--- src/common/clk_gen_pkg.sv ---
// package: register map, reset values and divider figures of the clock unit
package clk_gen_pkg;
    // register index as printed; byte address on apb is four times the index
    localparam logic [23:0] GATES_INDEX = 24'h040902;
    localparam logic [23:0] GATES_ADDR = 24'(GATES_INDEX * 4);
    localparam logic [23:0] STATUS_INDEX = 24'h040904;
    localparam logic [23:0] STATUS_ADDR = 24'(STATUS_INDEX * 4);
    localparam logic [15:0] GATES_RESET = 16'h4003;
    // bits 13 and 2 are reserved: never stored, read as zero
    localparam logic [15:0] GATES_MASK = 16'hdffb;
    // enable bit positions
    localparam int BIT_IRDA_ESCAPE = 15;
    localparam int BIT_DSP = 14;
    localparam int BIT_DMA = 12;
    localparam int BIT_AUTOBAUD = 11;
    localparam int BIT_SERIAL_DATA_PORT = 10;
    localparam int BIT_DEBUG_PORT = 9;
    localparam int BIT_PULSE_GENERATOR_B = 8;
    localparam int BIT_PULSE_GENERATOR_A = 7;
    localparam int BIT_CRC = 6;
    localparam int BIT_TIMER_B = 5;
    localparam int BIT_PWM = 4;
    localparam int BIT_SIM = 3;
    localparam int BIT_BUS_INTERFACE_UNIT = 1;
    localparam int BIT_MCU_CORE = 0;
    // status register fields
    localparam int STATUS_LOCK_BIT = 16;
    // clock figures
    localparam int PCLK_KHZ = 250000;
    localparam int SYS_CLK_KHZ = 3900;
    localparam logic [1:0] PRESCALE = 2'h2;
    localparam logic [4:0] PLL_MULT = 5'h14;
    localparam logic [1:0] POSTDIV = 2'h2;
    // expected pclk cycles per prescaled period, start value of the loop
    localparam logic [15:0] NOMINAL_PERIOD =
        16'(PCLK_KHZ * int'(PRESCALE) / SYS_CLK_KHZ);
    localparam logic [1:0] LOCK_COUNT = 2'h2;
endpackage

--- src/hw/clock_gating_and_pll_dividers.sv ---
// clock unit: per-block gated clocks, prescaler, pll model and postdivider
//
// The APB slave port is this design's own decision.
`timescale 1ns/1ps
// Summary of operation
// - take the 3.9 MHz system clock, buffer it, send it to every block.
// - every peripheral block has its own clock enable.
// - enable bit 1 runs that block's clock, 0 stops it.
// - after writing 0 the gated clock goes low at next falling edge.
// - after writing 1 the gated clock resumes at next rising edge.
// - 16-bit read/write enable register at 0040902, reset value 4003.
// - prescale the system clock by 2, a 2-bit factor, before the pll.
// - pll multiplies the prescaled clock by 20; output clocks dsp core.
// - pll output divided by 2 gives the microcontroller core clock.
// - bit map of blocks; bits 13 and 2 reserved.
module clock_gating_and_pll_dividers
    import clk_gen_pkg::*;
(
    input wire logic pclk, // apb clock, 250 MHz
    input wire logic presetn, // async reset, active low
    input wire logic psel, // apb select
    input wire logic penable, // apb access phase
    input wire logic pwrite, // apb direction, 1 = write
    input wire logic [23:0] paddr, // apb byte address
    input wire logic [31:0] pwdata, // apb write data
    output logic [31:0] prdata, // apb read data
    output logic pready, // apb ready
    output logic pslverr, // apb error on unmapped address
    input wire logic sys_clk_in, // 3.9 MHz system clock
    output logic sys_clk_buf, // buffered system clock
    output logic [15:0] block_clk, // gated clock per block
    output logic dsp_core_clk, // pll output
    output logic mcu_core_clk // pll output divided by postdivider
);
    import clk_gen_pkg::*;

    logic [15:0] block_clock_gates;
    logic [15:0] gate_active;
    logic [15:0] next_gate_active;
    logic sys_prev;
    logic sys_rise;
    logic sys_fall;
    logic [1:0] pre_cnt;
    logic pre_tick;
    logic [15:0] period_cnt;
    logic [15:0] period;
    logic [1:0] lock_cnt;
    logic [16:0] phase;
    logic [16:0] next_phase;
    logic dsp_toggle;
    logic dsp_rise;
    logic [1:0] post_cnt;
    logic apb_setup;
    logic apb_write;

    // decode used only by the error flag; the read mux compares the addresses itself
    function automatic logic mapped(input logic [23:0] a);
        return a == GATES_ADDR || a == STATUS_ADDR;
    endfunction

    // gate register decode, used by the write path and the read mux
    function automatic logic is_gates(input logic [23:0] a);
        return a == GATES_ADDR;
    endfunction

    // last count of the prescaler, used by the counter and by the tick
    function automatic logic pre_last(input logic [1:0] c);
        return c == PRESCALE - 2'h1;
    endfunction

    // last count of the postdivider: one half period of the mcu clock
    // spans POSTDIV / 2 rising edges of the pll output
    function automatic logic post_last(input logic [1:0] c);
        return c == POSTDIV / 2'h2 - 2'h1;
    endfunction

    assign apb_setup = psel && !penable;
    assign apb_write = psel && penable && pwrite;
    // every access completes in its first access cycle
    assign pready = 1'b1;

    // system clock is sampled as a synchronous level; edges found from it
    // limitation: edges are seen one pclk late, so sys_clk_in must be slow
    always_ff @(posedge pclk or negedge presetn) begin
        if (!presetn) begin
            sys_prev <= 1'b0;
            sys_clk_buf <= 1'b0;
        end else begin
            sys_prev <= sys_clk_in;
            sys_clk_buf <= sys_clk_in;
        end
    end
    assign sys_rise = sys_clk_in && !sys_prev;
    assign sys_fall = !sys_clk_in && sys_prev;

    // enable register; reserved bits are never stored
    always_ff @(posedge pclk or negedge presetn) begin
        if (!presetn) begin
            block_clock_gates <= GATES_RESET;
        end else if (apb_write && is_gates(paddr)) begin
            block_clock_gates <= pwdata[15:0] & GATES_MASK;
        end
    end

    // a stop takes hold only on a falling edge and a start only on a rising
    // edge, so the output never carries a cut phase
    always_comb begin
        next_gate_active = gate_active;
        if (sys_fall) begin
            next_gate_active = gate_active & block_clock_gates;
        end else if (sys_rise) begin
            next_gate_active = gate_active | block_clock_gates;
        end
    end

    always_ff @(posedge pclk or negedge presetn) begin
        if (!presetn) begin
            gate_active <= 16'h0000;
            block_clk <= 16'h0000;
        end else begin
            gate_active <= next_gate_active;
            // one and-gate per block, after the edge decision
            block_clk <= {16{sys_clk_in}}
                & next_gate_active;
        end
    end

    // prescaler: one tick every PRESCALE rising edges of the system clock
    always_ff @(posedge pclk or negedge presetn) begin
        if (!presetn) begin
            pre_cnt <= 2'h0;
        end else if (sys_rise) begin
            pre_cnt <= pre_last(pre_cnt) ? 2'h0 : pre_cnt + 2'h1;
        end
    end
    assign pre_tick = sys_rise && pre_last(pre_cnt);

    // loop reference: pclk cycles per prescaled period; the counter waits
    // at zero for the first tick, so the part period right after reset is
    // never taken as a measurement
    always_ff @(posedge pclk or negedge presetn) begin
        if (!presetn) begin
            period_cnt <= 16'h0000;
            period <= NOMINAL_PERIOD;
            lock_cnt <= 2'h0;
        end else if (pre_tick) begin
            period_cnt <= 16'h0001;
            if (period_cnt != 16'h0000) begin
                period <= period_cnt;
            end
            if (lock_cnt != LOCK_COUNT) begin
                lock_cnt <= lock_cnt + 2'h1;
            end
        end else if (period_cnt != 16'h0000 && period_cnt != 16'hffff) begin
            period_cnt <= period_cnt + 16'h0001;
        end
    end

    // digital oscillator: 2*PLL_MULT half periods per reference period
    // edges fall on the pclk grid, so single phases differ by one pclk;
    // only the average frequency over a reference period is exact
    always_comb begin
        next_phase = phase + 17'({PLL_MULT, 1'b0});
        dsp_toggle = 1'b0;
        if (next_phase >= {1'b0, period}) begin
            next_phase = next_phase - {1'b0, period};
            dsp_toggle = 1'b1;
        end
    end

    // the oscillator realigns to the reference each prescaled period
    always_ff @(posedge pclk or negedge presetn) begin
        if (!presetn) begin
            phase <= 17'h00000;
            dsp_core_clk <= 1'b0;
        end else if (pre_tick) begin
            phase <= 17'h00000;
            dsp_core_clk <= 1'b1;
        end else begin
            phase <= next_phase;
            dsp_core_clk <= dsp_core_clk ^ dsp_toggle;
        end
    end

    // a rising edge of the pll output is due at this pclk edge, either
    // from the realignment or from an ordinary toggle
    assign dsp_rise = !dsp_core_clk && (pre_tick || dsp_toggle);

    // postdivider counts rising edges of the pll output; the mcu clock
    // changes level only together with a dsp rise, so both stay aligned
    always_ff @(posedge pclk or negedge presetn) begin
        if (!presetn) begin
            post_cnt <= 2'h0;
            mcu_core_clk <= 1'b0;
        end else if (dsp_rise) begin
            if (post_last(post_cnt)) begin
                post_cnt <= 2'h0;
                mcu_core_clk <= ~mcu_core_clk;
            end else begin
                post_cnt <= post_cnt + 2'h1;
            end
        end
    end

    // read data and error are captured in the setup cycle
    always_ff @(posedge pclk or negedge presetn) begin
        if (!presetn) begin
            prdata <= 32'h00000000;
            pslverr <= 1'b0;
        end else if (apb_setup) begin
            pslverr <= !mapped(paddr);
            if (is_gates(paddr)) begin
                prdata <= {16'h0000, block_clock_gates};
            end else if (paddr == STATUS_ADDR) begin
                // the loop's own measurement, so software can see lock
                prdata <= {15'h0000, lock_cnt == LOCK_COUNT, period};
            end else begin
                prdata <= 32'h00000000;
            end
        end
    end
endmodule // clock_gating_and_pll_dividers

--- config.mk ---
export PLATFORM = sky130hd
export DESIGN_NAME = clock_gating_and_pll_dividers
export DESIGN_NICKNAME = d
export VERILOG_FILES = /design/src/common/clk_gen_pkg.sv /design/src/hw/clock_gating_and_pll_dividers.sv
export SDC_FILE = /design/constraint.sdc
export NUM_CORES = 1
export LEC_CHECK = 0
export BUFFER_PORTS_ARGS = -buffer_cell sky130_fd_sc_hd__buf_2
export CORE_MARGIN = 2
export CORE_UTILIZATION = 30
export DETAILED_ROUTE_END_ITERATION = 8
export GPL_ROUTABILITY_DRIVEN = 0
export RECOVER_POWER = 25
export SLEW_MARGIN = 5
export SYNTH_ARGS = -nofsm -noshare
export SYNTH_HDL_FRONTEND = slang
export SYNTH_SLANG_ARGS = --single-unit
--- constraint.sdc ---
create_clock -name pclk -period 3.1 [get_ports pclk]
set_input_delay 0.155 -clock pclk [delete_from_list [all_inputs] [get_ports pclk]]
set_output_delay 0.155 -clock pclk [all_outputs]
set_load 0.05 [all_outputs]
**After elaboration in Yosys (flattened, before gate mapping)**

Index checks and enable logic that the tools add are counted.
Widths: inputs -> output; s select.

- $add $sub $neg: 6
- $lt $le $gt $ge: 1
- Equal/unequal tests: 6
- Multiplexer cells: 12
- Bitwise logic cells: 5
- Reduce and logical (&&, ||, !) cells: 22

Operator list:

| operator | number |
|---|---|
| $mux 17 | 4 |
| $mux 16 | 4 |
| $eq 24x21->1 const B | 2 |
| $and 16x16->16 | 2 |
| $add 17x6->17 const B | 1 |
| $ge 17x16->1 | 1 |
| $sub 17x16->17 | 1 |
| $add 16x1->16 const B | 1 |
| $ne 16x16->1 const B | 1 |
| $or 16x16->16 | 1 |
| $reduce_bool 16->1 | 1 |
| $logic_and 1x1->1 | 9 |
| $add 2x1->2 const B | 3 |
| $reduce_and 2->1 | 3 |
| $logic_not 1->1 | 5 |
| $mux 2 | 2 |
| $eq 2x1->1 const B | 1 |
| $eq 2x2->1 const B | 1 |
| $logic_not 2->1 | 1 |
| $logic_or 1x1->1 | 2 |
| $mux 1 | 2 |
| $ne 2x2->1 const B | 1 |
| $reduce_bool 2->1 | 1 |
| $not 1->1 | 1 |
| $xor 1x1->1 | 1 |

- Register bits after elaboration: 137
- Bits of input ports: 62
- Output and inout port bits: 53
- Logic and storage cells: 66

**Longest topological paths before layout**

- Word-level depth: 6
- Gate-level depth with buffers: 14
- Depth with buffers taken out: 13

**Least setup slack after synthesis**

OpenSTA, ideal clock, no wires.

- Kind: reg2reg
- From: register phase[3]
- To: register phase[12]
- Library setup time: 0.132 ns
- Arrival: 2.871 ns
- Required time: 2.968 ns
- Path slack: 0.098 ns
- Cell stages (with the launch flop): 15
- Buffers on the path: 1
- Period minus slack after synthesis: 3.002 ns
- Cells stage by stage: dfrtp_1 > ha_1 > nor2_1 > nor3_1 > and3_1 > xor2_1 > ha_1 > and3_1 > and3_1 > a31oi_1 > nand3_1 > nand3b_1 > buf_4 > mux2i_1 > nor2_1

- Cells in the longest elaborated chain, start to end: 4
- Elaborated cells between the ends (all ways): 5
- Classes of those cells: 2 x add/sub; 1 x order compare; 2 x mux

RTL lines:

| item | line | text |
|---|---|---|
| from (decl) | clock_gating_and_pll_dividers.sv:48 | `logic [16:0] phase;` |
| from (signal assigned) | clock_gating_and_pll_dividers.sv:180 | `phase <= next_phase;` |
| $add 17x6->17 (*) | clock_gating_and_pll_dividers.sv:163 | `next_phase = phase + 17'({PLL_MULT, 1'b0});` |
| $sub 17x16->17 / $ge 17x16->1 (equally long branches) | clock_gating_and_pll_dividers.sv:166, clock_gating_and_pll_dividers.sv:165 |  |
| $mux 17 (*) | clock_gating_and_pll_dividers.sv:165 | `if (next_phase >= {1'b0, period}) begin` |
| $mux 17 (*) | clock_gating_and_pll_dividers.sv:176 | `end else if (pre_tick) begin` |

Mark *: on every way between the ends. The rest lies on a longest branch, timed or not.
A chain may end at the register's enable or synchronous reset.

**Worst setup path in the final report**

- From: register phase[3]
- To: register phase[4]

Same word-level chain as after synthesis.

==> reports/qor.csv <==
stage,metric,value,unit
clock_tree,clock-pin slew on the worst setup and hold paths,0.05,ns
hold_path,Hold Path Class,in -> reg,
synthesis,xor-xnor portion of the synthesized cell area,5.44,%
power,"IR drop worst, VDD",428,uV
timing,Max Clock Freq,334,MHz
global_routing,GR Overflow Total,0,
clock_tree,worst-skew pair later-pin latency,0.42,ns
place,# port buffers,80,
floorplanning,Initial Util,30.8,%
timing,Setup Skew,0.00970,ns
power,pwr/cell area,1060,nW/um2
synthesis,most common cell in the netlist,dfrtp_1,
floorplanning,Core ar.,20400,um2
hold_path,Cells on Worst Hold Path,4,
clock_tree,clk sink count,122,
synthesis,main combinational cell family by area after synthesis,simple AND/OR/NAND/NOR gates,
critical_path,worst reg2reg endpoint,phase[4],
finish,Final Non-Filler Cells,1042,
timing,Worst-Margin Slew,1.56,ns
synthesis,top post-synthesis cells by area,"dfrtp_1, o21ai_0, mux2_2",
synthesis,area share of the largest cell type after synthesis,47.0,%
finish,fill count,1971,
clock_tree,TritonCTS Buffers,17,
timing,Tcrit/Tclk final,96.6,%
synthesis,asr flop ratio synth,100,%
critical_path,critical path's slowest cell,dfrtp_1,
synthesis,#FFs+latches synth,122,
synthesis,Commonest cells post-synth,"dfrtp_1, nand2_1, o21ai_0, inv_1, nor2_1",
routing,First-pass DRT Iterations,5,
critical_path,"Arr. time, crit path",3.28,ns
global_routing,antenna violations before repair,0,
finish,fraction of layout cells with a size suffix above 1,27.6,%
global_routing,first-pass GRT wire length,24.2,mm
timing,Setup WS post-layout,0.105,ns
critical_path,Reg2Reg Launch Point,phase[3],
synthesis,simple-gate area share of the yosys netlist,16.5,%
run_status,status,"complete, but fails checks",
floorplanning,Die Height,149,um
place,dpl hpwl,10.5,mm
critical_path,worst-path fanout max,5,
critical_path,Reg2Reg Depth,15,
finish,NumNets Final,844,
synthesis,Synth Area per Inst,9.91,um2
critical_path,CP bufs+invs,3,
synthesis,compound-gate portion of the synthesized area,11.8,%
floorplanning,row cnt,52,
run_status,failing checks,"max-capacitance violations, max-slew violations",
routing,number of routed nets with antenna violations,0,
routing,Initial DRC Count,242,
timing,Final Hold Fails,0,
timing,Final setup viols,0,
timing,Slew Limit Fails,66,
hold_path,Hold Crit Start,paddr[3],
routing,Residual DRC,0,
timing,Slew HR,-4.02,%
clock_tree,H-tree Lvls,4,
critical_path,CP endpoint kind,flip-flop,
critical_path,Worst Path Required,3.38,ns
finish,antenna diode count,0,
hold_path,WHS Endpoint,pslverr,
critical_path,CP top delay family,compound AO/OA/AOI/OAI gates,
global_routing,total global-route track usage,14.1,%
place,# placed instances,987,
power,LEAKAGE,0.00395,uW
timing,min Tclk post-route,2.99,ns
global_routing,largest net degree at the start of global routing,66,
clock_tree,TritonCTS clock tree,built,
synthesis,sequential element share of the synthesized area,48.7,%
critical_path,CP peak stage delay,0.41,ns
critical_path,CP Class,reg -> reg,
finish,P&R area growth vs syn,28.7,%
synthesis,main flop type after synthesis,dfrtp_1,
synthesis,Netlist cell types,58,
critical_path,R2R Setup Slk,0.11,ns
synthesis,largest area contributor in the synthesized netlist,dfrtp_1,
synthesis,Synth Area in Adders,4.70,%
critical_path,CP Launch Type,flip-flop,
synthesis,multiplexer share of the synthesized area,6.61,%
synthesis,Yosys Warn Count,0,
routing,via count,4924,
job,max-cap violation count,1,
critical_path,CP Cell Sequence,buf_4 -> a21oi_4 -> nor2_4 -> and3_4 -> xor2_4 -> ha_4 -> a211o_1 -> a21oi_2 -> o21ai_0 -> nand2_1 -> nand3b_1 -> buf_6 -> clkbuf_16 -> mux2i_1 -> nor2_1,
clock_tree,Clock Path Buffers,2,
routing,wire length per cell,14.4,um
routing,Post-Route WL,15.0,mm
floorplanning,number of placed I/O pins,115,
place,dpl ws,-0.0594,ns
synthesis,Synth Instances,634,
floorplanning,die width,149,um
critical_path,Worst path depth,15,
synthesis,Post-synth EDFFs,0,
floorplanning,DIE AREA,22100,um2
routing,vias per inst,4.73,
global_routing,number of global-route vias before repair,4758,
synthesis,synthesized cell area,6280,um2
clock_tree,Clock Tree Root,clkbuf_16,
worst max path at each step:
stage	from	endpoint	slack (ns)
after floorplan	phase[3]	phase[12]	0.1
after global placement	phase[5]	post_cnt[1]	-0.06
after detailed placement	phase[3]	phase[12]	-0.06
after CTS	phase[3]	phase[12]	0.01
after global routing	phase[3]	phase[4]	-0.01
final	phase[3]	phase[4]	0.11
layer usage:
metal  global-route usage, %  vias up  routed length (um)
met3                    3.44       15                 639
met2                    22.8      102                7360
li1                        -     2412                   -
met4                    4.90        0                 177
met5                       0        -                   0
met1                    18.4     2395                6840
through the flow:
step	hold WS, ns	instance area (um2)	utilization (%)	setup TNS, ns	power [uW]
after detailed placement	0.299	7070	34.7	-0.526	6000
final	0.144	8090	39.7	0	8610
after global routing	0.192	8090	39.7	-0.0158	9190
after CTS	0.0190	7860	38.6	0	8180
after floorplan	-0.141	6330	-	0	4930
after global placement	0.302	7070	34.7	-0.121	5990
report_power, final:
part / switching (uW) / internal, uW / total, uW
Combinational: 2350 / 2090 / 4440
Clock: 726 / 1250 / 1970
Sequential: 273 / 1920 / 2190
Total: 3350 / 5260 / 8610
cells by family after synthesis:
kind of cell | after synthesis
flops | 122
simple gates | 204
mux | 38
buf+inv | 81
xor+xnor | 39
other cells | 2
fa+ha+maj | 23
compound gates | 125
flip-flops by register name (all words and copies together), names as in the netlist, 14 cells and up:
register,flops
block_clk,16
block_clock_gates,14
gate_active,16
period,16
period_cnt,16
phase,17
prdata,17
repair_timing:
| item | 4_1_cts | 5_1_grt |
|---|---|---|
| resized for setup | 5 | 30 |
| pin swaps | 1 | 15 |
| cloned | 1 | 1 |
| hold endpoints to repair | 74 | 0 |
| buffers inserted | 1 | 5 |
| hold buffers | 15 | 0 |
| setup endpoints to repair | 16 | 20 |
worst reg2reg max path: cells and delay by family (launching register included):
kind / cells / cell delay, ns
DFF: 1 / 0.41
and+or+nand+nor: 5 / 0.52
muxes: 1 / 0.17
AOI/OAI and AO/OA: 4 / 0.83
xor gates and xnor gates: 1 / 0.19
adders and majority gates: 1 / 0.26
buffers and inverters: 3 / 0.48
layout make-up:
cell class / count / area (um2) / share of cell area [%]
clock inverters: 10 / 116 / 1.44
inverters: 43 / 161 / 2.00
multi-input cells: 445 / 3070 / 38.0
well taps: 270 / 338 / 4.18
repair buffers: 130 / 862 / 10.7
clock buffers: 22 / 474 / 5.87
flip-flops and latches: 122 / 3060 / 37.8
placed cells by master (no fill, tap or decap), drive strengths merged, types with 5 or more instances in the layout:
cell type    count
xor2            17
and3            12
a21oi           21
ha              22
clkinv           5
clkbuf          26
buf            111
dlygate4sd3     15
conb            16
nor2b           18
nand2           69
mux2            28
nand3           16
a211oi           6
nor4             5
mux2i           10
o21ai           64
xnor2           22
a22oi           14
nor2            39
nor3             6
nand2b           6
dfrtp          118
and2             6
nand4           13
inv             44
Power figures use the tool's default switching activity.
